**src/rtl/prq_pkg.sv**
```systemverilog
// Purpose: shared constants and carriers for the page request reporting block
// Assumes: 256-bit descriptors, one memory write port
// Notes: register offsets are byte addresses on axi4-lite
package prq_pkg;
  localparam int unsigned DESC_W = 256;
  localparam logic [7:0] DESC_TYPE_PAGE_REQ = 8'h01;
  // descriptor field positions
  localparam int unsigned F_TYPE_LO = 0;
  localparam int unsigned F_PASID_EN = 8;
  localparam int unsigned F_RD = 9;
  localparam int unsigned F_WR = 10;
  localparam int unsigned F_EXE = 11;
  localparam int unsigned F_PRIV = 12;
  localparam int unsigned F_LAST = 13;
  localparam int unsigned F_DATA_EN = 14;
  localparam int unsigned F_GROUP_LO = 16;
  localparam int unsigned F_RID_LO = 32;
  localparam int unsigned F_PASID_LO = 48;
  localparam int unsigned F_ADDR_LO = 76;
  localparam int unsigned F_PRIV_DATA_LO = 128;
  // register byte offsets
  localparam logic [7:0] OFS_HEAD = 8'h00;
  localparam logic [7:0] OFS_TAIL = 8'h04;
  localparam logic [7:0] OFS_STATUS = 8'h08;
  localparam logic [7:0] OFS_EVENT = 8'h0c;
  localparam logic [7:0] OFS_SIZE = 8'h10;
  localparam logic [7:0] OFS_BASE = 8'h14;
  // status and event control bit positions
  localparam int unsigned B_WAITING = 0;
  localparam int unsigned B_OVERFLOW = 1;
  localparam int unsigned B_HELD = 30;
  localparam int unsigned B_MASK = 31;
  localparam logic B_MASK_RESET = 1'b1;
  localparam logic [1:0] RESP_OKAY = 2'b00;
  localparam logic [1:0] RESP_SLVERR = 2'b10;

  typedef struct packed {
    logic [15:0] requester_id;
    logic pasid_en;
    logic [19:0] pasid;
    logic [51:0] page_addr;
    logic [8:0] group_index_field;
    logic group_last_flag;
    logic rd;
    logic wr;
    logic exe;
    logic priv;
    logic attached_data_flag;
    logic [127:0] priv_data;
  } page_req_t;
endpackage

```
**src/rtl/desc_format.sv**
```systemverilog
// Purpose: packs one page request message into a queue descriptor
// Assumes: message fields already decoded
// Notes: purely combinational
`timescale 1ns/1ps
module desc_format
(
  input wire prq_pkg::page_req_t req,
  output logic [prq_pkg::DESC_W-1:0] desc
);
  always_comb
  begin
    desc = '0;
    desc[prq_pkg::F_TYPE_LO +: 8] = prq_pkg::DESC_TYPE_PAGE_REQ;
    desc[prq_pkg::F_PASID_EN] = req.pasid_en;
    if (req.pasid_en)
    begin
      desc[prq_pkg::F_PASID_LO +: 20] = req.pasid;
    end
    desc[prq_pkg::F_RD] = req.rd;
    desc[prq_pkg::F_WR] = req.wr;
    // execute meaningful only with pasid and read
    desc[prq_pkg::F_EXE] = req.exe & req.pasid_en & req.rd;
    // privilege: 1 supervisor, 0 user
    desc[prq_pkg::F_PRIV] = req.priv & req.pasid_en
      & (req.rd | req.wr);
    desc[prq_pkg::F_LAST] = req.group_last_flag;
    desc[prq_pkg::F_RID_LO +: 16] = req.requester_id;
    if (req.rd | req.wr)
    begin
      desc[prq_pkg::F_ADDR_LO +: 52] = req.page_addr;
    end
    desc[prq_pkg::F_GROUP_LO +: 9] = req.group_index_field;
    desc[prq_pkg::F_DATA_EN] = req.attached_data_flag;
    if (req.attached_data_flag)
    begin
      desc[prq_pkg::F_PRIV_DATA_LO +: 128] = req.priv_data;
    end
  end
endmodule

```
**src/rtl/page_request_report_event.sv**
```systemverilog
// Purpose: writes page request descriptors to a memory queue and raises
//   the recoverable fault event
// Assumes: memory write port acknowledges once the write is visible
// Notes: axi4-lite register slave, one outstanding descriptor write
// Functional notes
// - descriptor carries the 9-bit group index from the message
// - pasid present flag is 1 with pasid, 0 without
// - pasid field filled only when pasid present
// - address filled when read or write requested, else reserved
// - last-in-group flag copied when message ends its page group
// - read and write requested flags copied from the fault
// - execute flag meaningful only with pasid and read set
// - privilege 1 supervisor, 0 user, meaningful with pasid and access
// - attached data flag is 1 with 128 data bits, 0 without
// - private data ignored when no data attached
// - each queued descriptor sets the request waiting flag
// - write finding queue full sets the overflow flag
// - no new event if waiting or overflow already set
// - else set held flag; unmasked sends and clears it
// - clearing mask while held sends interrupt and clears held
// - clearing both status flags while held clears held silently
// - interrupt only after all descriptor writes visible and tail moved
// - tail read completes only after descriptor writes visible
// - status, tail, event reads wait for in-flight interrupt push
// - event interrupt sent directly, never remapped
// - descriptor is 256 bits with type code in bits 7:0
// - tail advances only after write visibility confirmed
//
// Added by the designer: the address map and the AXI4-Lite interface to the registers.
`timescale 1ns/1ps
module page_request_report_event
#(
  parameter int unsigned PTR_W = 16
)
(
  input wire logic clk,
  input wire logic srst,
  // incoming page request message
  input wire logic req_valid,
  output logic req_ready,
  input wire prq_pkg::page_req_t req,
  // descriptor write to memory
  output logic mem_valid,
  input wire logic mem_ready,
  output logic [63:0] mem_addr,
  output logic [prq_pkg::DESC_W-1:0] mem_data,
  input wire logic mem_visible,
  // direct event interrupt message
  output logic irq_valid,
  input wire logic irq_done,
  // axi4-lite slave
  input wire logic [7:0] s_axi_awaddr,
  input wire logic s_axi_awvalid,
  output logic s_axi_awready,
  input wire logic [31:0] s_axi_wdata,
  input wire logic [3:0] s_axi_wstrb,
  input wire logic s_axi_wvalid,
  output logic s_axi_wready,
  output logic [1:0] s_axi_bresp,
  output logic s_axi_bvalid,
  input wire logic s_axi_bready,
  input wire logic [7:0] s_axi_araddr,
  input wire logic s_axi_arvalid,
  output logic s_axi_arready,
  output logic [31:0] s_axi_rdata,
  output logic [1:0] s_axi_rresp,
  output logic s_axi_rvalid,
  input wire logic s_axi_rready
);
  // ==========================================================
  // state
  typedef enum logic [2:0] {
    W_IDLE = 3'b001,
    W_ISSUE = 3'b010,
    W_WAIT = 3'b100
  } wr_state_t;

  typedef struct packed {
    wr_state_t wst;
    logic [prq_pkg::DESC_W-1:0] desc;
    logic [PTR_W-1:0] head;
    logic [PTR_W-1:0] queue_tail_pointer;
    logic [PTR_W-1:0] size;
    logic [63:0] base;
    logic request_waiting_flag;
    logic queue_overflow_flag;
    logic interrupt_held_flag;
    logic event_mask_bit;
    logic irq_pend;
    logic irq_busy;
    logic aw_have;
    logic [7:0] aw_addr;
    logic w_have;
    logic [31:0] w_data;
    logic [3:0] w_strb;
    logic bvalid;
    logic ar_have;
    logic [7:0] ar_addr;
    logic rvalid;
    logic [31:0] rdata;
    logic [1:0] rresp;
  } state_t;

  state_t q;
  state_t next_q;
  logic [prq_pkg::DESC_W-1:0] fmt_desc;

  // ==========================================================
  // helpers
  function automatic logic [PTR_W-1:0] ptr_inc(
    input logic [PTR_W-1:0] p,
    input logic [PTR_W-1:0] n
  );
    logic [PTR_W-1:0] r;
    r = p + {{(PTR_W-1){1'b0}}, 1'b1};
    if (r >= n)
    begin
      r = '0;
    end
    return r;
  endfunction

  function automatic logic [31:0] merge(
    input logic [31:0] old,
    input logic [31:0] wd,
    input logic [3:0] st
  );
    logic [31:0] r;
    r = old;
    for (int i = 0; i < 4; i++)
    begin
      if (st[i])
      begin
        r[i*8 +: 8] = wd[i*8 +: 8];
      end
    end
    return r;
  endfunction

  desc_format u_fmt
  (
    .req(req),
    .desc(fmt_desc)
  );

  // ==========================================================
  // derived terms
  logic queue_full;
  logic writes_idle;
  logic wr_go;
  logic rd_go;
  logic [31:0] wr_old;
  logic [31:0] wr_new;
  logic set_waiting;
  logic set_overflow;
  logic fire_event;

  assign queue_full = (ptr_inc(q.queue_tail_pointer, q.size) == q.head);
  assign writes_idle = (q.wst == W_IDLE);
  assign req_ready = writes_idle;
  assign wr_go = q.aw_have && q.w_have && !q.bvalid;
  // status/tail/event reads wait for pushed interrupt; tail read waits
  // for every descriptor write to be visible
  assign rd_go = q.ar_have && !q.rvalid && !q.irq_pend && !q.irq_busy
    && (writes_idle || q.ar_addr != prq_pkg::OFS_TAIL);
  assign set_waiting = (q.wst == W_WAIT) && mem_visible;
  assign set_overflow = req_valid && req_ready && queue_full;

  always_comb
  begin
    wr_old = 32'h0000_0000;
    case (q.aw_addr)
      prq_pkg::OFS_HEAD: wr_old = 32'(q.head);
      prq_pkg::OFS_SIZE: wr_old = 32'(q.size);
      prq_pkg::OFS_BASE: wr_old = q.base[31:0];
      default: wr_old = 32'h0000_0000;
    endcase
    wr_new = merge(wr_old, q.w_data, q.w_strb);
  end

  // ==========================================================
  // next state
  always_comb
  begin
    next_q = q;
    fire_event = 1'b0;
    // descriptor write sequence
    case (q.wst)
      W_IDLE:
      begin
        if (req_valid && !queue_full)
        begin
          next_q.desc = fmt_desc;
          next_q.wst = W_ISSUE;
        end
      end
      W_ISSUE:
      begin
        if (mem_ready)
        begin
          next_q.wst = W_WAIT;
        end
      end
      W_WAIT:
      begin
        if (mem_visible)
        begin
          next_q.queue_tail_pointer =
            ptr_inc(q.queue_tail_pointer, q.size);
          next_q.wst = W_IDLE;
        end
      end
      default: next_q.wst = W_IDLE;
    endcase
    // event generation, evaluated on old status
    if ((set_waiting || set_overflow)
      && !q.request_waiting_flag && !q.queue_overflow_flag)
    begin
      if (q.event_mask_bit)
      begin
        next_q.interrupt_held_flag = 1'b1;
      end
      else
      begin
        fire_event = 1'b1;
      end
    end
    // axi capture
    if (s_axi_awvalid && s_axi_awready)
    begin
      next_q.aw_have = 1'b1;
      next_q.aw_addr = s_axi_awaddr;
    end
    if (s_axi_wvalid && s_axi_wready)
    begin
      next_q.w_have = 1'b1;
      next_q.w_data = s_axi_wdata;
      next_q.w_strb = s_axi_wstrb;
    end
    if (s_axi_arvalid && s_axi_arready)
    begin
      next_q.ar_have = 1'b1;
      next_q.ar_addr = s_axi_araddr;
    end
    if (q.bvalid && s_axi_bready)
    begin
      next_q.bvalid = 1'b0;
    end
    if (q.rvalid && s_axi_rready)
    begin
      next_q.rvalid = 1'b0;
    end
    // register writes
    if (wr_go)
    begin
      next_q.aw_have = 1'b0;
      next_q.w_have = 1'b0;
      next_q.bvalid = 1'b1;
      case (q.aw_addr)
        prq_pkg::OFS_HEAD: next_q.head = wr_new[PTR_W-1:0];
        prq_pkg::OFS_SIZE: next_q.size = wr_new[PTR_W-1:0];
        prq_pkg::OFS_BASE: next_q.base = {32'h0000_0000, wr_new};
        prq_pkg::OFS_STATUS:
        begin
          // write one to clear
          if (q.w_strb[0] && q.w_data[prq_pkg::B_WAITING])
          begin
            next_q.request_waiting_flag = 1'b0;
          end
          if (q.w_strb[0] && q.w_data[prq_pkg::B_OVERFLOW])
          begin
            next_q.queue_overflow_flag = 1'b0;
          end
        end
        prq_pkg::OFS_EVENT:
        begin
          if (q.w_strb[3])
          begin
            next_q.event_mask_bit = q.w_data[prq_pkg::B_MASK];
            if (!q.w_data[prq_pkg::B_MASK] && q.interrupt_held_flag)
            begin
              next_q.interrupt_held_flag = 1'b0;
              fire_event = 1'b1;
            end
          end
        end
        default: next_q.bvalid = 1'b1;
      endcase
    end
    // hardware set wins over software clear
    if (set_waiting)
    begin
      next_q.request_waiting_flag = 1'b1;
    end
    if (set_overflow)
    begin
      next_q.queue_overflow_flag = 1'b1;
    end
    // both serviced while held: drop silently
    if (q.interrupt_held_flag && !next_q.request_waiting_flag
      && !next_q.queue_overflow_flag && !fire_event)
    begin
      next_q.interrupt_held_flag = 1'b0;
    end
    // interrupt waits for all descriptor writes visible and tail moved
    if (q.irq_pend && !q.irq_busy && writes_idle)
    begin
      next_q.irq_pend = 1'b0;
      next_q.irq_busy = 1'b1;
    end
    if (fire_event)
    begin
      next_q.irq_pend = 1'b1;
    end
    if (q.irq_busy && irq_done)
    begin
      next_q.irq_busy = 1'b0;
    end
    // register reads
    if (rd_go)
    begin
      next_q.ar_have = 1'b0;
      next_q.rvalid = 1'b1;
      next_q.rresp = prq_pkg::RESP_OKAY;
      next_q.rdata = 32'h0000_0000;
      case (q.ar_addr)
        prq_pkg::OFS_HEAD: next_q.rdata = 32'(q.head);
        prq_pkg::OFS_TAIL: next_q.rdata = 32'(q.queue_tail_pointer);
        prq_pkg::OFS_SIZE: next_q.rdata = 32'(q.size);
        prq_pkg::OFS_BASE: next_q.rdata = q.base[31:0];
        prq_pkg::OFS_STATUS:
        begin
          next_q.rdata[prq_pkg::B_WAITING] = q.request_waiting_flag;
          next_q.rdata[prq_pkg::B_OVERFLOW] = q.queue_overflow_flag;
        end
        prq_pkg::OFS_EVENT:
        begin
          next_q.rdata[prq_pkg::B_MASK] = q.event_mask_bit;
          next_q.rdata[prq_pkg::B_HELD] = q.interrupt_held_flag;
        end
        default: next_q.rresp = prq_pkg::RESP_SLVERR;
      endcase
    end
  end

  // ==========================================================
  // registers
  always_ff @(posedge clk)
  begin
    if (srst)
    begin
      q <= '0;
      q.wst <= W_IDLE;
      q.size <= '1;
      q.event_mask_bit <= prq_pkg::B_MASK_RESET;
    end
    else
    begin
      q <= next_q;
    end
  end

  // ==========================================================
  // outputs
  assign mem_valid = (q.wst == W_ISSUE);
  assign mem_data = q.desc;
  assign mem_addr = q.base + {{(64-PTR_W-5){1'b0}}, q.queue_tail_pointer,
    5'b00000};
  // event message goes straight out, not through remapping
  assign irq_valid = q.irq_busy;
  assign s_axi_awready = !q.aw_have;
  assign s_axi_wready = !q.w_have;
  assign s_axi_bvalid = q.bvalid;
  assign s_axi_bresp = prq_pkg::RESP_OKAY;
  assign s_axi_arready = !q.ar_have;
  assign s_axi_rvalid = q.rvalid;
  assign s_axi_rdata = q.rdata;
  assign s_axi_rresp = q.rresp;

  // ==========================================================
  // checks
  property p_tail_visible;
    @(posedge clk) disable iff (srst)
    (q.queue_tail_pointer != $past(q.queue_tail_pointer))
      |-> $past(q.wst == W_WAIT && mem_visible);
  endproperty
  a_tail_visible: assert property (p_tail_visible)
    else $error("tail moved without visible write");

  property p_irq_after_write;
    @(posedge clk) disable iff (srst)
    $rose(irq_valid) |-> $past(q.wst == W_IDLE);
  endproperty
  a_irq_after_write: assert property (p_irq_after_write)
    else $error("interrupt before descriptor visible");

  property p_tail_read;
    @(posedge clk) disable iff (srst)
    $rose(s_axi_rvalid) && $past(q.ar_addr == prq_pkg::OFS_TAIL)
      |-> $past(q.wst == W_IDLE);
  endproperty
  a_tail_read: assert property (p_tail_read)
    else $error("tail read with write in flight");

  property p_read_push;
    @(posedge clk) disable iff (srst)
    $rose(s_axi_rvalid) |-> $past(!q.irq_pend && !q.irq_busy);
  endproperty
  a_read_push: assert property (p_read_push)
    else $error("read completed with interrupt in flight");

  property p_waiting_set;
    @(posedge clk) disable iff (srst)
    set_waiting |=> q.request_waiting_flag;
  endproperty
  a_waiting_set: assert property (p_waiting_set)
    else $error("waiting flag not set");

  property p_overflow_set;
    @(posedge clk) disable iff (srst)
    (req_valid && writes_idle && queue_full)
      |=> q.queue_overflow_flag && q.wst == W_IDLE;
  endproperty
  a_overflow_set: assert property (p_overflow_set)
    else $error("overflow not flagged");

  property p_no_event;
    @(posedge clk) disable iff (srst)
    (set_waiting && (q.request_waiting_flag || q.queue_overflow_flag)
      && !wr_go) |=> $stable(q.irq_pend)
      && $stable(q.interrupt_held_flag);
  endproperty
  a_no_event: assert property (p_no_event)
    else $error("event from already set status");

  property p_masked_hold;
    @(posedge clk) disable iff (srst)
    (set_waiting && !q.request_waiting_flag && !q.queue_overflow_flag
      && q.event_mask_bit && !wr_go)
      |=> q.interrupt_held_flag && $stable(q.irq_pend);
  endproperty
  a_masked_hold: assert property (p_masked_hold)
    else $error("masked event not held");

  property p_type_code;
    @(posedge clk) disable iff (srst)
    mem_valid |-> mem_data[7:0] == prq_pkg::DESC_TYPE_PAGE_REQ;
  endproperty
  a_type_code: assert property (p_type_code)
    else $error("bad descriptor type");

  c_desc: cover property (@(posedge clk) disable iff (srst)
    set_waiting ##[1:20] irq_valid);
  c_overflow: cover property (@(posedge clk) disable iff (srst)
    set_overflow);
  c_unmask: cover property (@(posedge clk) disable iff (srst)
    q.interrupt_held_flag ##[1:50] irq_valid);
endmodule

```
**config.mk**
```make
export PLATFORM = sky130hd
export DESIGN_NAME = page_request_report_event
export DESIGN_NICKNAME = d
export VERILOG_FILES = /design/src/rtl/prq_pkg.sv /design/src/rtl/desc_format.sv /design/src/rtl/page_request_report_event.sv
export SDC_FILE = /design/constraint.sdc
export NUM_CORES = 1
export LEC_CHECK = 0
export ABC_AREA = 1
export BUFFER_PORTS_ARGS = -buffer_cell sky130_fd_sc_hd__buf_2
export CAP_MARGIN = 25
export CELL_PAD_IN_SITES_DETAIL_PLACEMENT = 1
export CELL_PAD_IN_SITES_GLOBAL_PLACEMENT = 1
export CORE_MARGIN = 2
export CORE_UTILIZATION = 30
export CTS_CLUSTER_SIZE = 16
export DETAILED_ROUTE_END_ITERATION = 7
export PLACE_DENSITY = 0.79
export SLEW_MARGIN = 0
export SYNTH_ARGS = -nofsm -noshare
export SYNTH_HDL_FRONTEND = slang
export SYNTH_SLANG_ARGS = --single-unit
```
**constraint.sdc**
```tcl
create_clock -name clk -period 4.2 [get_ports clk]
set_clock_uncertainty 0.05 [all_clocks]
set_input_delay 0.63 -clock clk [delete_from_list [all_inputs] [get_ports clk]]
set_output_delay 0.63 -clock clk [all_outputs]
set_load 0.005 [all_outputs]
```
## Word level (Yosys, flattened, before mapping)

Index checks and enable logic that the tools add are counted.

| storage, ports and cells | value |
|---|---|
| flip-flop bits (word level) | 413 |
| bits of input ports | 295 |
| output and inout port bits | 364 |
| logic and storage cells | 153 |

| operators by class | value |
|---|---|
| add/subtract/negate cells | 2 |
| $lt $le $gt $ge | 1 |
| eq/ne operators | 19 |
| muxes and demuxes | 40 |
| bitwise gates (word level) | 5 |
| reduce and logical (&&, ||, !) cells | 61 |

Operators with widths:

| cell | number |
|---|---|
| $mux W259 | 1 |
| $mux W128 | 1 |
| $pmux W28 S4 | 1 |
| $pmux W32 S2 | 1 |
| $mux W52 | 1 |
| $mux W35 | 1 |
| $add A32 B21 Y33 | 1 |
| $eq A8 B4 Y1 const B | 4 |
| $eq A8 B5 Y1 const B | 4 |
| $mux W8 | 4 |
| $logic_and A1 B1 Y1 | 26 |
| $mux W20 | 1 |
| $mux W1 | 17 |
| $add A16 B1 Y16 const B | 1 |
| $eq A16 B16 Y1 | 1 |
| $ge A16 B16 Y1 | 1 |
| $logic_not A8 Y1 | 2 |
| $mux W16 | 1 |
| $logic_not A1 Y1 | 14 |
| $reduce_and A3 Y1 | 4 |
| $mux W2 | 5 |
| $pmux W2 S5 | 1 |
| $reduce_and A2 Y1 | 5 |
| $pmux W3 S3 | 1 |
| 16 further kinds | 29 |

## Logic depth before layout (Yosys ltp)

Gate-level depths: netlist of run 1.

| logic depth | value |
|---|---|
| depth after elaboration | 19 |
| gate-level depth with buffers | 28 |
| mapped depth without buffers | 26 |

## By module

Synthesis of run 1 repeated with hierarchy kept, for this count alone.

| second synthesis, totals | value |
|---|---|
| cell total of the unflattened synthesis | 3234 |
| area total of the unflattened synthesis | 22557.9 um2 |

By module, submodules not included:

| module | instances | cells an instance | area an instance (um2) | sequential area each (um2) |
|---|---|---|---|---|
| page_request_report_event | 1 | 2751 | 20400.8 | 8708.4 |
| desc_format | 1 | 483 | 2157.1 | 0.0 |

## Least setup slack after synthesis of run 1

No wires, ideal clock.

| timing | value |
|---|---|
| path type | register to register |
| start | register q[177] (netlist name) |
| end | register q (netlist bit mem_data[191]) |
| setup time | 0.070 ns |
| data arrival time | 3.237 ns |
| data required time | 4.080 ns |
| path slack | 0.842 ns |
| stages on the path, launching flop included | 27 |
| buffers on the path | 3 |
| clock period less this slack | 3.358 ns |
| cells stage by stage | dfxtp_1 -> ha_1 -> inv_1 -> nor2_1 -> xor2_1 -> inv_1 -> ha_1 -> nand2_1 -> inv_1 -> nand2_1 -> nor2_1 -> nor2_1 -> nand2_1 -> nand2_1 -> buf_1 -> nand4_1 -> nand2_1 -> nor2_1 -> nand2_1 -> nor2_2 -> nand2_1 -> nand2_4 -> nor2_8 -> buf_2 -> buf_2 -> nand3_1 -> a21oi_1 |

| on the way | value |
|---|---|
| word-level cells in the longest chain between the ends | 7 |

Ends and longest elaborated chain:

| element | RTL line | RTL |
|---|---|---|
| from (decl) | page_request_report_event.sv:104 | `state_t q;` |
| from (signal assigned) | page_request_report_event.sv:359 | `q <= next_q;` |
| $add A16 B1 Y16 * | page_request_report_event.sv:115 | `r = p + {{(PTR_W-1){1'b0}}, 1'b1};` |
| $ge A16 B16 Y1 | page_request_report_event.sv:116 | `if (r >= n)` |
| $mux W16 * | page_request_report_event.sv:116 |  |
| $eq A16 B16 Y1 * | page_request_report_event.sv:158 | `assign queue_full = (ptr_inc(q.queue_tail_pointer, q.size) == q.head);` |
| $logic_not A1 Y1 * | page_request_report_event.sv:191 | `if (req_valid && !queue_full)` |
| $logic_and A1 B1 Y1 * | page_request_report_event.sv:191 |  |
| $reduce_and A2 Y1 (no line) * | -- |  |

Mark *: on every way between the ends. The rest lies on a longest branch, timed or not.
A chain may end at the register's enable or synchronous reset.

## Final worst setup path of run 1

| timing | value |
|---|---|
| start | register q[177] (netlist name) |
| end | output port mem_addr[31] |

| on the way | value |
|---|---|
| word-level cells in the longest chain between the ends | 1 |

Ends and longest elaborated chain:

| element | RTL line | RTL |
|---|---|---|
| $add A32 B21 Y33 | page_request_report_event.sv:367 | `assign mem_addr = q.base + {{(64-PTR_W-5){1'b0}}, q.queue_tail_pointer,` |
| to (decl) | page_request_report_event.sv:45 | `output logic [63:0] mem_addr,` |

Every way passes these cells.

==> metrics.txt, run 1 <==
outcome complete, no violations; Post-Synth Simple-Gate Area between 10% and 20%; Reg2Reg Setup Slack between 200 and 250 ps; RePlAce Congestion 0.912; combinational share of power between 10% and 20%; TritonCTS clock tree yes; hold path endpoint s_axi_rvalid; Slew Viols, Final 0; area of the multi-input gates approximately 0.008 sq mm; Final WS setup about 210 ps; XOR/XNOR share of the synthesized area under 10%; Critical Path Source q[177]; largest family of logic cells by synthesized area simple AND/OR/NAND/NOR gates; Crit Path Category flip-flop to primary output; Power Total 9790 uW; Die X approximately 260 microns; Lkg Pwr approximately 0.011 uW; global-route wire length before repair roughly 110,000 microns; mean area per synthesized cell 7.51 sq um; Sw Share 28.1%; via count ~19,000; mux cell area share after synthesis 0%; Initial Utilization a little under a third; Area Growth Syn to Fin 18.7%; antenna viol nets, final 0; adder-cell area share of the yosys netlist 2.16%; synthesis-stage register bit count ~410; Synth cell types 43; core area between 0.06 and 0.07 sq mm; DR WL/cell about 20 microns; die height around 260 microns; Root Buffer Master clkbuf_16; worst-skew pair later-pin latency between 600 and 700 ps; Clock Power Share 43.2%; Flop pwr share 43.2%; CTS sink count about 410; worst min path class primary input to flip-flop; vias in the first global route 19,000; hold path start s_axi_rready; CTS buffer count 48; CTS H-Tree Depth 2; Worst R2R Start q[181]; switching pwr around 2800 uW; share of layout cells above drive strength 1 around a quarter; Slew HR between 20% and 30%; Slew @ Worst Pin approximately 1100 ps; final hold violations 0; Fillers between 8,000 and 9,000; drt first-iter violations 1,468; Tot GR Track Use 21.0%; Compound-Gate Fraction of Synth Area between 15 and 20%; minimum clock period about 4000 ps; CTS max path bufs 3; I/O pins approximately 660; Seq/Total Area, Yosys between 40% and 50%; Worst Hold Slack around 170 ps; DP Wirelength roughly 55,000 microns; final setup violation count 0; Final nets approximately 3,300; initial antenna violation count 11; die footprint between 0.06 and 0.07 sq mm; Clock transition at path regs around 60 ps; Pwr per Cell Area roughly 410 mW/mm^2; CP Capture Type primary output; TNS Setup 0 ps; Place WS 93.1 ps; internal power between 7000 and 8000 uW; commonest non-fill, non-tap cell in the layout buf_2; max_cap viols 0; most frequent cells in the layout buf_2, dfxtp_1, nand2_1; CTS Hold Bufs 0; Vias/cell 4.94; arrival time worst endpoint roughly 3300 ps; R2R cell count 24; total wire length 77,300 microns; Critical Path Start Type flip-flop; Port Buf Inserts between 600 and 700; Critical R2R Capture mem_data[149]; fin crit share a little over nine tenths; fmax 251 MHz; Max VDD drop about 0.31 mV; Cell Area, Synth roughly 0.020 sq mm; worst path required time 3520 ps; register area 0.00826 sq mm; Post-Syn Instances 2,672; hold path cells 2; largest net degree at the start of global routing roughly 190; DRT Pass-1 Iters 5; Yosys Warn Count 0; DR DRC count 0; GRT overflow 0; CP max FO 6; Placement Rows 94
==> critical path, stage by stage (launching register included) <==
cell,delay [ps]
dfxtp_1,340
buf_4,170
ha_1,170
inv_1,60
fa_2,360
nor2_2,130
a211oi_2,50
o21ai_0,170
buf_4,160
a21oi_2,80
inv_1,80
a21oi_2,70
o21ai_2,170
inv_2,90
nor3_2,230
xor2_1,240
buf_2,160
==> logic make-up (layout without fill, tap and decap cells) <==
group / Yosys count / count (layout)
XOR/XNOR: 33 / 33
other: 1 / 65
AO/OA/AOI/OAI: 596 / 596
AND/OR/NAND/NOR: 922 / 922
buffers and inverters: 674 / 941
adder cells (fa/ha/maj): 34 / 34
flip-flops: 412 / 412
==> per-stage QoR <==
stage               instance area [sq um]  utilization [%]  cells
floorplan                           20300                -   2728
global placement                    21800             33.0   3759
detailed placement                  21800             33.0   3759
CTS                                 23400             35.4   3845
global route                        23800             36.1   3866
finish                              23800             36.1   3867
==> area by class of cell <==
type                            instances  share of cell area, %
Antenna cell                            8                 0.0841
Clock buffer                           70                   5.98
Clock inverter                         16                  0.752
Inverter                              188                   3.03
Multi-Input combinational cell       1642                   34.5
Sequential cell                       412                   34.7
Tap cell                              864                   4.54
Timing Repair Buffer                  666                   16.4
Timing Repair inverter                  1                 0.0368
==> power by group through the flow <==
stage	registers (uW)	logic (uW)	clock network [uW]
floorplan	4270	874	0
CTS	4220	1240	4340
global route	4250	1450	4500
global placement	4300	1210	0
finish	4230	1330	4230
detailed placement	4300	1230	0
==> state kept, by name (all words and copies together) (netlist names) <==
register and count:
mem_data 233, q 143, s_axi_rdata 32, irq_valid 1
s_axi_bvalid 1, s_axi_rresp 1, s_axi_rvalid 1
==> worst max path at each step <==
stage | endpoint | cells past startpoint | slack, ps
2_1_floorplan | mem_data[191] | 26 | 840
3_3_place_gp | mem_data[35] | 23 | 190
3_5_place_dp | mem_data[78] | 23 | 90
4_1_cts | mem_addr[23] | 16 | 10
5_1_grt | mem_data[111] | 28 | -4
6_report | mem_addr[31] | 16 | 210
==> metal layers <==
metal | track usage [%] | part of all wire (%)
met4 | 8.54 | 3.8
met1 | 26.8 | 43
met5 | 0 | 0.018
met3 | 4.92 | 7.4
met2 | 34.0 | 46
==> Yosys cell counts, drive strengths merged <==
| master | instances | share of area (%) |
|---|---|---|
| ha | 33 | 2.1 |
| nor3 | 9 | 0.22 |
| a31oi | 2 | 0.062 |
| or4 | 1 | 0.037 |
| o31ai | 4 | 0.15 |
| nand2 | 388 | 7.4 |
| xnor2 | 10 | 0.51 |
| o22ai | 32 | 1.0 |
| fa | 1 | 0.10 |
| xor2 | 23 | 1.0 |
| nand4 | 29 | 0.90 |
| a21oi | 318 | 7.9 |
| conb | 1 | 0.019 |
| nand3b | 1 | 0.037 |
| buf | 388 | 14 |
| and3 | 1 | 0.031 |
| nand3 | 264 | 6.6 |
| clkbuf | 98 | 1.8 |
| nor2 | 226 | 4.4 |
| inv | 184 | 3.4 |
| or2 | 1 | 0.031 |
| o211ai | 14 | 0.52 |
| clkinv | 4 | 0.10 |
| nor4 | 2 | 0.062 |
| a221oi | 16 | 0.70 |
| o21ai | 189 | 4.7 |
| o41ai | 1 | 0.044 |
| dfxtp | 412 | 41 |
| o311ai | 1 | 0.044 |
| a211oi | 19 | 0.71 |
==> repair_timing <==
item,CTS,global route
endpoints found under the setup margin,11,242
cloned,0,8
resized for setup,6,42
pin swaps,0,4
setup buffers,0,6
(Power assumes the default switching activity.)
==> inputs of run 2 (changes only) <==
Settings changed: CORE_AREA set to 2 2 254 256, CORE_MARGIN 2 to not set, CORE_UTILIZATION 30 to not set, DIE_AREA set to 0 0 256 258, PLACE_DENSITY 0.79 to 0.82.
==> metrics.txt, run 2 (same netlist as run 1, synthesis figures left out) <==
Placement Rows 93 (was 94); Critical-path top delay cell dfxtp_4 (was fa_2); I/O pins 659 (unchanged); post-layout instance area 0.0239 sq mm (was 0.0238 sq mm); internal power 7240 uW (was 7040 uW); GRT overflow 0 (unchanged); largest net degree at the start of global routing 95 (was 189); max reg flops 233 (unchanged); Area Growth Syn to Fin 19.3% (was 18.7%); combinational share of power 13.0% (was 13.6%); most frequent cells in the layout buf_2, dfxtp_1, nand2_1 (unchanged); arrival time worst endpoint 4580 ps (was 3310 ps); RePlAce Congestion 0.883 (was 0.912); Metal-1 WL 32,900 microns (was 33,100 microns); met3 wire length 5760 microns (was 5730 microns); Critical Path Start Type flip-flop (unchanged); outcome complete, no violations (unchanged); Die X 256 microns (was 263 microns); global-route wire length before repair 112,000 microns (was 114,000 microns); drt first-iter violations 1,529 (was 1,468); max_cap viols 0 (unchanged); final setup violation count 0 (unchanged); critical path's most frequent cell nand2_1; Vias/cell 4.97 (was 4.94); Tot GR Track Use 21.5% (was 21.0%); TritonCTS clock tree yes (unchanged); placed inst area 0.0217 sq mm (was 0.0218 sq mm); die footprint 0.0660 sq mm (was 0.0690 sq mm); Max VDD drop 0.308 mV (was 0.313 mV); met2 WL post-DR 35,000 microns (was 35,500 microns); worst path required time 4670 ps (was 3520 ps); Initial Utilization 31.5% (was 30.4%); vias in the first global route 18,900 (was 19,000); total wire length 76,800 microns (was 77,300 microns); Clock Power Share 44.7% (was 43.2%); Slew @ Worst Pin 1080 ps (was 1100 ps); Slew HR 27.7% (was 26.5%); DR WL/cell 19.9 microns (was 20.0 microns); Final nets 3,294 (was 3,288); die height 258 microns (was 263 microns); DP Wirelength 55,100 microns (was 55,400 microns); Lkg Pwr 0.0111 uW (about the same); fin crit share 97.9% (was 94.9%); CTS sink count 412 (unchanged); core area 0.0636 sq mm (was 0.0660 sq mm); minimum clock period 4110 ps (was 3990 ps); crit path buf inv count 4 (was 6); Sw Share 27.6% (was 28.1%); DRT Pass-1 Iters 5 (unchanged); switching pwr 2760 uW (was 2750 uW); initial antenna violation count 7 (was 11); crit-path leading delay family simple AND/OR/NAND/NOR gates (was buffers and inverters); cell chain of the critical path nand2_1 -> nor2_1 -> nand2_1 -> o21ai_1 -> nand2_1 -> ha_1 -> nand4_1 -> a21oi_2 -> nor2_2 -> buf_4 -> buf_4 -> nand3_1 -> nand2_1 -> nand2_1 -> nor2_1 -> nand2_1 -> nor2_2 -> nand2_1 -> nand2_4 -> nor2_8 -> buf_12 -> buf_16 -> nand3_1 -> a21oi_1 (was buf_4 -> ha_1 -> inv_1 -> fa_2 -> nor2_2 -> a211oi_2 -> o21ai_0 -> buf_4 -> a21oi_2 -> inv_1 -> a21oi_2 -> o21ai_2 -> inv_2 -> nor3_2 -> xor2_1 -> buf_2); Worst path max stage delay 390 ps (was 360 ps); antenna viol nets, final 0 (unchanged); worst-skew pair later-pin latency 610 ps (about the same); Pwr per Cell Area 417 mW/mm^2 (was 411 mW/mm^2); CTS H-Tree Depth 2 (unchanged); CTS Hold Bufs 0 (unchanged); Power Total 9990 uW (was 9790 uW); worst min path class primary input to flip-flop (unchanged); fmax 243 MHz (was 251 MHz); Root Buffer Master clkbuf_16 (unchanged); CP max FO 38 (was 6); CTS buffer count 50 (was 48); final hold violations 0 (unchanged); Slew Viols, Final 0 (unchanged); DR DRC count 0 (unchanged); via count 19,200 (was 19,100); share of layout cells above drive strength 1 27.7% (was 26.7%); Clock transition at path regs 60 ps (about the same); Top Metal Used met4 (was met5); Port Buf Inserts 601 (unchanged); commonest non-fill, non-tap cell in the layout buf_2 (unchanged); Flop pwr share 42.3% (was 43.2%); Crit Path Category flip-flop to flip-flop (was flip-flop to primary output); CTS max path bufs 3 (unchanged); CP Capture Type flip-flop (was primary output)
==> run 2: cell count changes in the layout (fill, tap and decap cells not counted), sizes merged <==
cell,previous run,this run
clkbuf,78,79
clkinvlp,5,2
clkinv,13,7
buf,658,663
inv,186,191
bufinv,1,4
==> run 2: per-layer routing <==
metal	global-route usage, %	vias to the layer above
li1	-	9060
met1	27.5	9221
met2	34.2	767
met3	5.53	164
met4	9.50	0
met5	0	-
==> run 2: worst paths after layout <==
kind,from,end,slack [ps],cells past startpoint
worst min-delay path,s_axi_rready,s_axi_rvalid,170,2
worst max register to register,q[180],mem_data[196],90,24
worst min register to register,mem_data[8],mem_data[8],410,2
worst max-delay path,q[180],mem_data[196],90,24
==> run 2: cell type report <==
type                       instances  area (sq um)
fill                            7993         39700
multi-input combinational       1642          8310
tap                              855          1070
antenna                            8          20.0
clock inverter                    15           239
timing repair inverter             1          8.76
clock buffer                      72          1440
inverter                         188           721
sequential                       412          8260
timing repair buffer             670          3860
==> run 2: what timing repair did <==
action	CTS	global route
gates resized for setup	8	65
buffers inserted	0	15
pin swaps	0	9
cloned	0	8
endpoints found under the setup margin	19	236
==> run 2: through the flow <==
step                      setup TNS, ps  hold WS (ps)  utilization [%]  setup WS [ps]  instances
after detailed placement              0           402             34.1           27.9       3745
final                                 0           172             37.6           88.0       3863
after floorplan                       0           390                -            842       2728
after CTS                             0           140             36.7          0.625       3832
after global placement                0           396             34.1            171       3745
after global routing             -11060           173             37.6           -130       3859
==> run 2: power by group through the flow <==
stage | clock network [uW] | logic (uW) | registers (uW)
2_1_floorplan | 0 | 874 | 4270
3_3_place_gp | 0 | 1180 | 4300
3_5_place_dp | 0 | 1200 | 4310
4_1_cts | 4560 | 1210 | 4220
5_1_grt | 4710 | 1420 | 4250
6_report | 4470 | 1300 | 4220
==> inputs of run 3 (changes only) <==
Settings changed: CORE_AREA 2 2 254 256 to 2 2 258 260, CTS_BUF_LIST set to sky130_fd_sc_hd__clkbuf_4, DIE_AREA 0 0 256 258 to 0 0 260 262, PLACE_DENSITY 0.82 to 0.8.
==> metrics.txt, run 3 (same netlist as run 1, synthesis figures left out) <==
outcome complete, no violations (unchanged); Critical Path Start Type flip-flop (unchanged); Max VDD drop 0.215 mV (was 0.308 mV); RePlAce Congestion 0.873 (was 0.883); Die X 260 microns (was 256 microns); most frequent cells in the layout buf_2, dfxtp_1, nand2_1 (unchanged); Slew Viols, Final 0 (unchanged); antenna viol nets, final 0 (unchanged); fin crit share 97.2% (was 97.9%); arrival time worst endpoint 4780 ps (was 4580 ps); Worst R2R Start q[177] (was q[180]); CTS sink count 412 (unchanged); Slew @ Worst Pin 1080 ps (about the same); fmax 245 MHz (was 243 MHz); worst min path class primary input to flip-flop (unchanged); total wire length 96,900 microns (was 76,800 microns); Final WS setup 118 ps (was 88.0 ps); Critical R2R Capture mem_data[184] (was mem_data[196]); I/O pins 659 (unchanged); Slew HR 27.8% (was 27.7%); met2 WL post-DR 45,600 microns (was 35,000 microns); GRT overflow 0 (unchanged); global-route wire length before repair 135,000 microns (was 112,000 microns); TritonCTS clock tree yes (unchanged); drt first-iter violations 1,703 (was 1,529); max_cap viols 0 (unchanged); CTS H-Tree Depth 3 (was 2); DR DRC count 0 (unchanged); placed instance count 3,759 (was 3,745); hold path start mem_visible (was s_axi_rready); Tot GR Track Use 25.4% (was 21.5%); DP Wirelength 55,700 microns (was 55,100 microns); via count 22,400 (was 19,200); hold path endpoint q[179] (was s_axi_rvalid); die height 262 microns (was 258 microns); Crit Path Category flip-flop to flip-flop (unchanged); final setup violation count 0 (unchanged); Metal-1 WL 37,300 microns (was 32,900 microns); share of layout cells above drive strength 1 28.6% (was 27.7%); max reg flops 233 (unchanged); TNS Setup 0 ps (unchanged); worst path required time 4900 ps (was 4670 ps); core area 0.0653 sq mm (was 0.0636 sq mm); DRT Pass-1 Iters 6 (was 5); CTS max path bufs 3 (unchanged); R2R cell count 25 (was 24); Reg2Reg Setup Slack 120 ps (was 90 ps); area of the multi-input gates 0.00839 sq mm (was 0.00831 sq mm); register area 0.00827 sq mm (was 0.00826 sq mm); Vias/cell 5.20 (was 4.97); Fillers 8,128 (was 7,993); final hold violations 0 (unchanged); final cell count without fillers 4,304 (was 3,863); Port Buf Inserts 601 (unchanged); worst-skew pair later-pin latency 900 ps (was 610 ps); die footprint 0.0681 sq mm (was 0.0660 sq mm); DR WL/cell 22.5 microns (was 19.9 microns); Place WS 98.3 ps (was 27.9 ps); Clock transition at path regs 70 ps (was 60 ps); Area Growth Syn to Fin 34.5% (was 19.3%); vias in the first global route 22,700 (was 18,900); CP max FO 19 (was 38); minimum clock period 4080 ps (was 4110 ps); met3 wire length 8580 microns (was 5760 microns); commonest non-fill, non-tap cell in the layout buf_2 (unchanged); CTS buffer count 118 (was 50); CP Capture Type flip-flop (unchanged); Lkg Pwr 0.0126 uW (was 0.0111 uW); Top Metal Used met5 (was met4); hold path cells 4 (was 2); Initial Utilization 30.7% (was 31.5%); largest net degree at the start of global routing 179 (was 95); initial antenna violation count 15 (was 7); Final nets 3,676 (was 3,294); Root Buffer Master clkbuf_4 (was clkbuf_16); Util after Layout 41.4% (was 37.6%); Placement Rows 94 (was 93); Pwr per Cell Area 364 mW/mm^2 (was 417 mW/mm^2)
-- run 3: changes by cell type in the layout (fill, tap and decap cells not counted), moves of 7 or more --
cell,before,now
clkbuf_16,56,7
buf_6,2,19
clkbuf_4,0,176
dlygate4sd3_1,0,284
clkbuf_8,12,1
o21ai_1,2,11
o21ai_0,183,174
nand3_2,9,1
nand3_1,255,262
clkbuf_1,11,0
clkinv_1,2,16
inv_2,2,9
-- run 3: layout make-up --
class	count	share of cell area [%]
Tap cell	864	4.00
Sequential cell	412	30.6
Antenna cell	14	0.130
Clock buffer	176	4.89
Inverter	188	2.67
Timing Repair Buffer	984	26.1
Timing Repair inverter	1	0.0324
Multi-Input combinational cell	1642	31.1
Clock inverter	23	0.487
-- run 3: how the worst max path moves through the flow --
stage,from,end,slack [ps],cells past startpoint
4_1_cts,q[184],mem_data[47],1,26
2_1_floorplan,q[177],mem_data[191],840,26
3_5_place_dp,q[184],mem_data[99],100,26
6_report,q[177],mem_data[184],120,25
5_1_grt,q[184],mem_data[184],-140,29
3_3_place_gp,q[184],mem_data[67],240,26
-- run 3: routing by layer --
| metal | vias up | track usage, % |
|---|---|---|
| met5 | - | 0 |
| met4 | 8 | 14.1 |
| met3 | 404 | 7.02 |
| met2 | 1278 | 42.3 |
| met1 | 10800 | 29.4 |
| li1 | 9910 | - |
-- run 3: repair_timing --
item,4_1_cts,5_1_grt
cloned,0,14
setup buffers,9,24
hold buffers,284,0
pin swaps,17,24
endpoints found under the setup margin,12,243
resized for setup,37,88
endpoints found under the hold margin,284,0
-- run 3: metrics by stage --
step                      hold slack [ps]  power, uW  area [sq um]
after global routing                 38.1      10200         27000
final                                 107       9820         27000
after floorplan                       390       5140         20300
after CTS                            6.65       9500         26200
after global placement                396       5480         21700
after detailed placement              401       5510         21700
-- run 3: where the power goes --
part	total, uW	internal, uW	switching (uW)
Combinational	1690	702	990
Sequential	4250	4100	142
Clock	3880	1950	1930
-- run 3: critical path, stage by stage (launching register included) --
cell and delay [ps]:
dfxtp_4 400, buf_4 160, inv_2 70, nor2_4 150
nand2_4 110, nor2_4 130, xor2_2 220, ha_4 240
a21oi_1 140, o21ai_0 110, nor2_2 160, buf_6 150
buf_2 180, nand4_1 130, nand2_1 90, nor2_1 50
nand2_1 90, nor2_2 60, nand2_2 80, nand2_4 70
nor2_8 220, buf_6 160, buf_12 110, clkbuf_16 180
nand3_1 120, a21oi_1 300
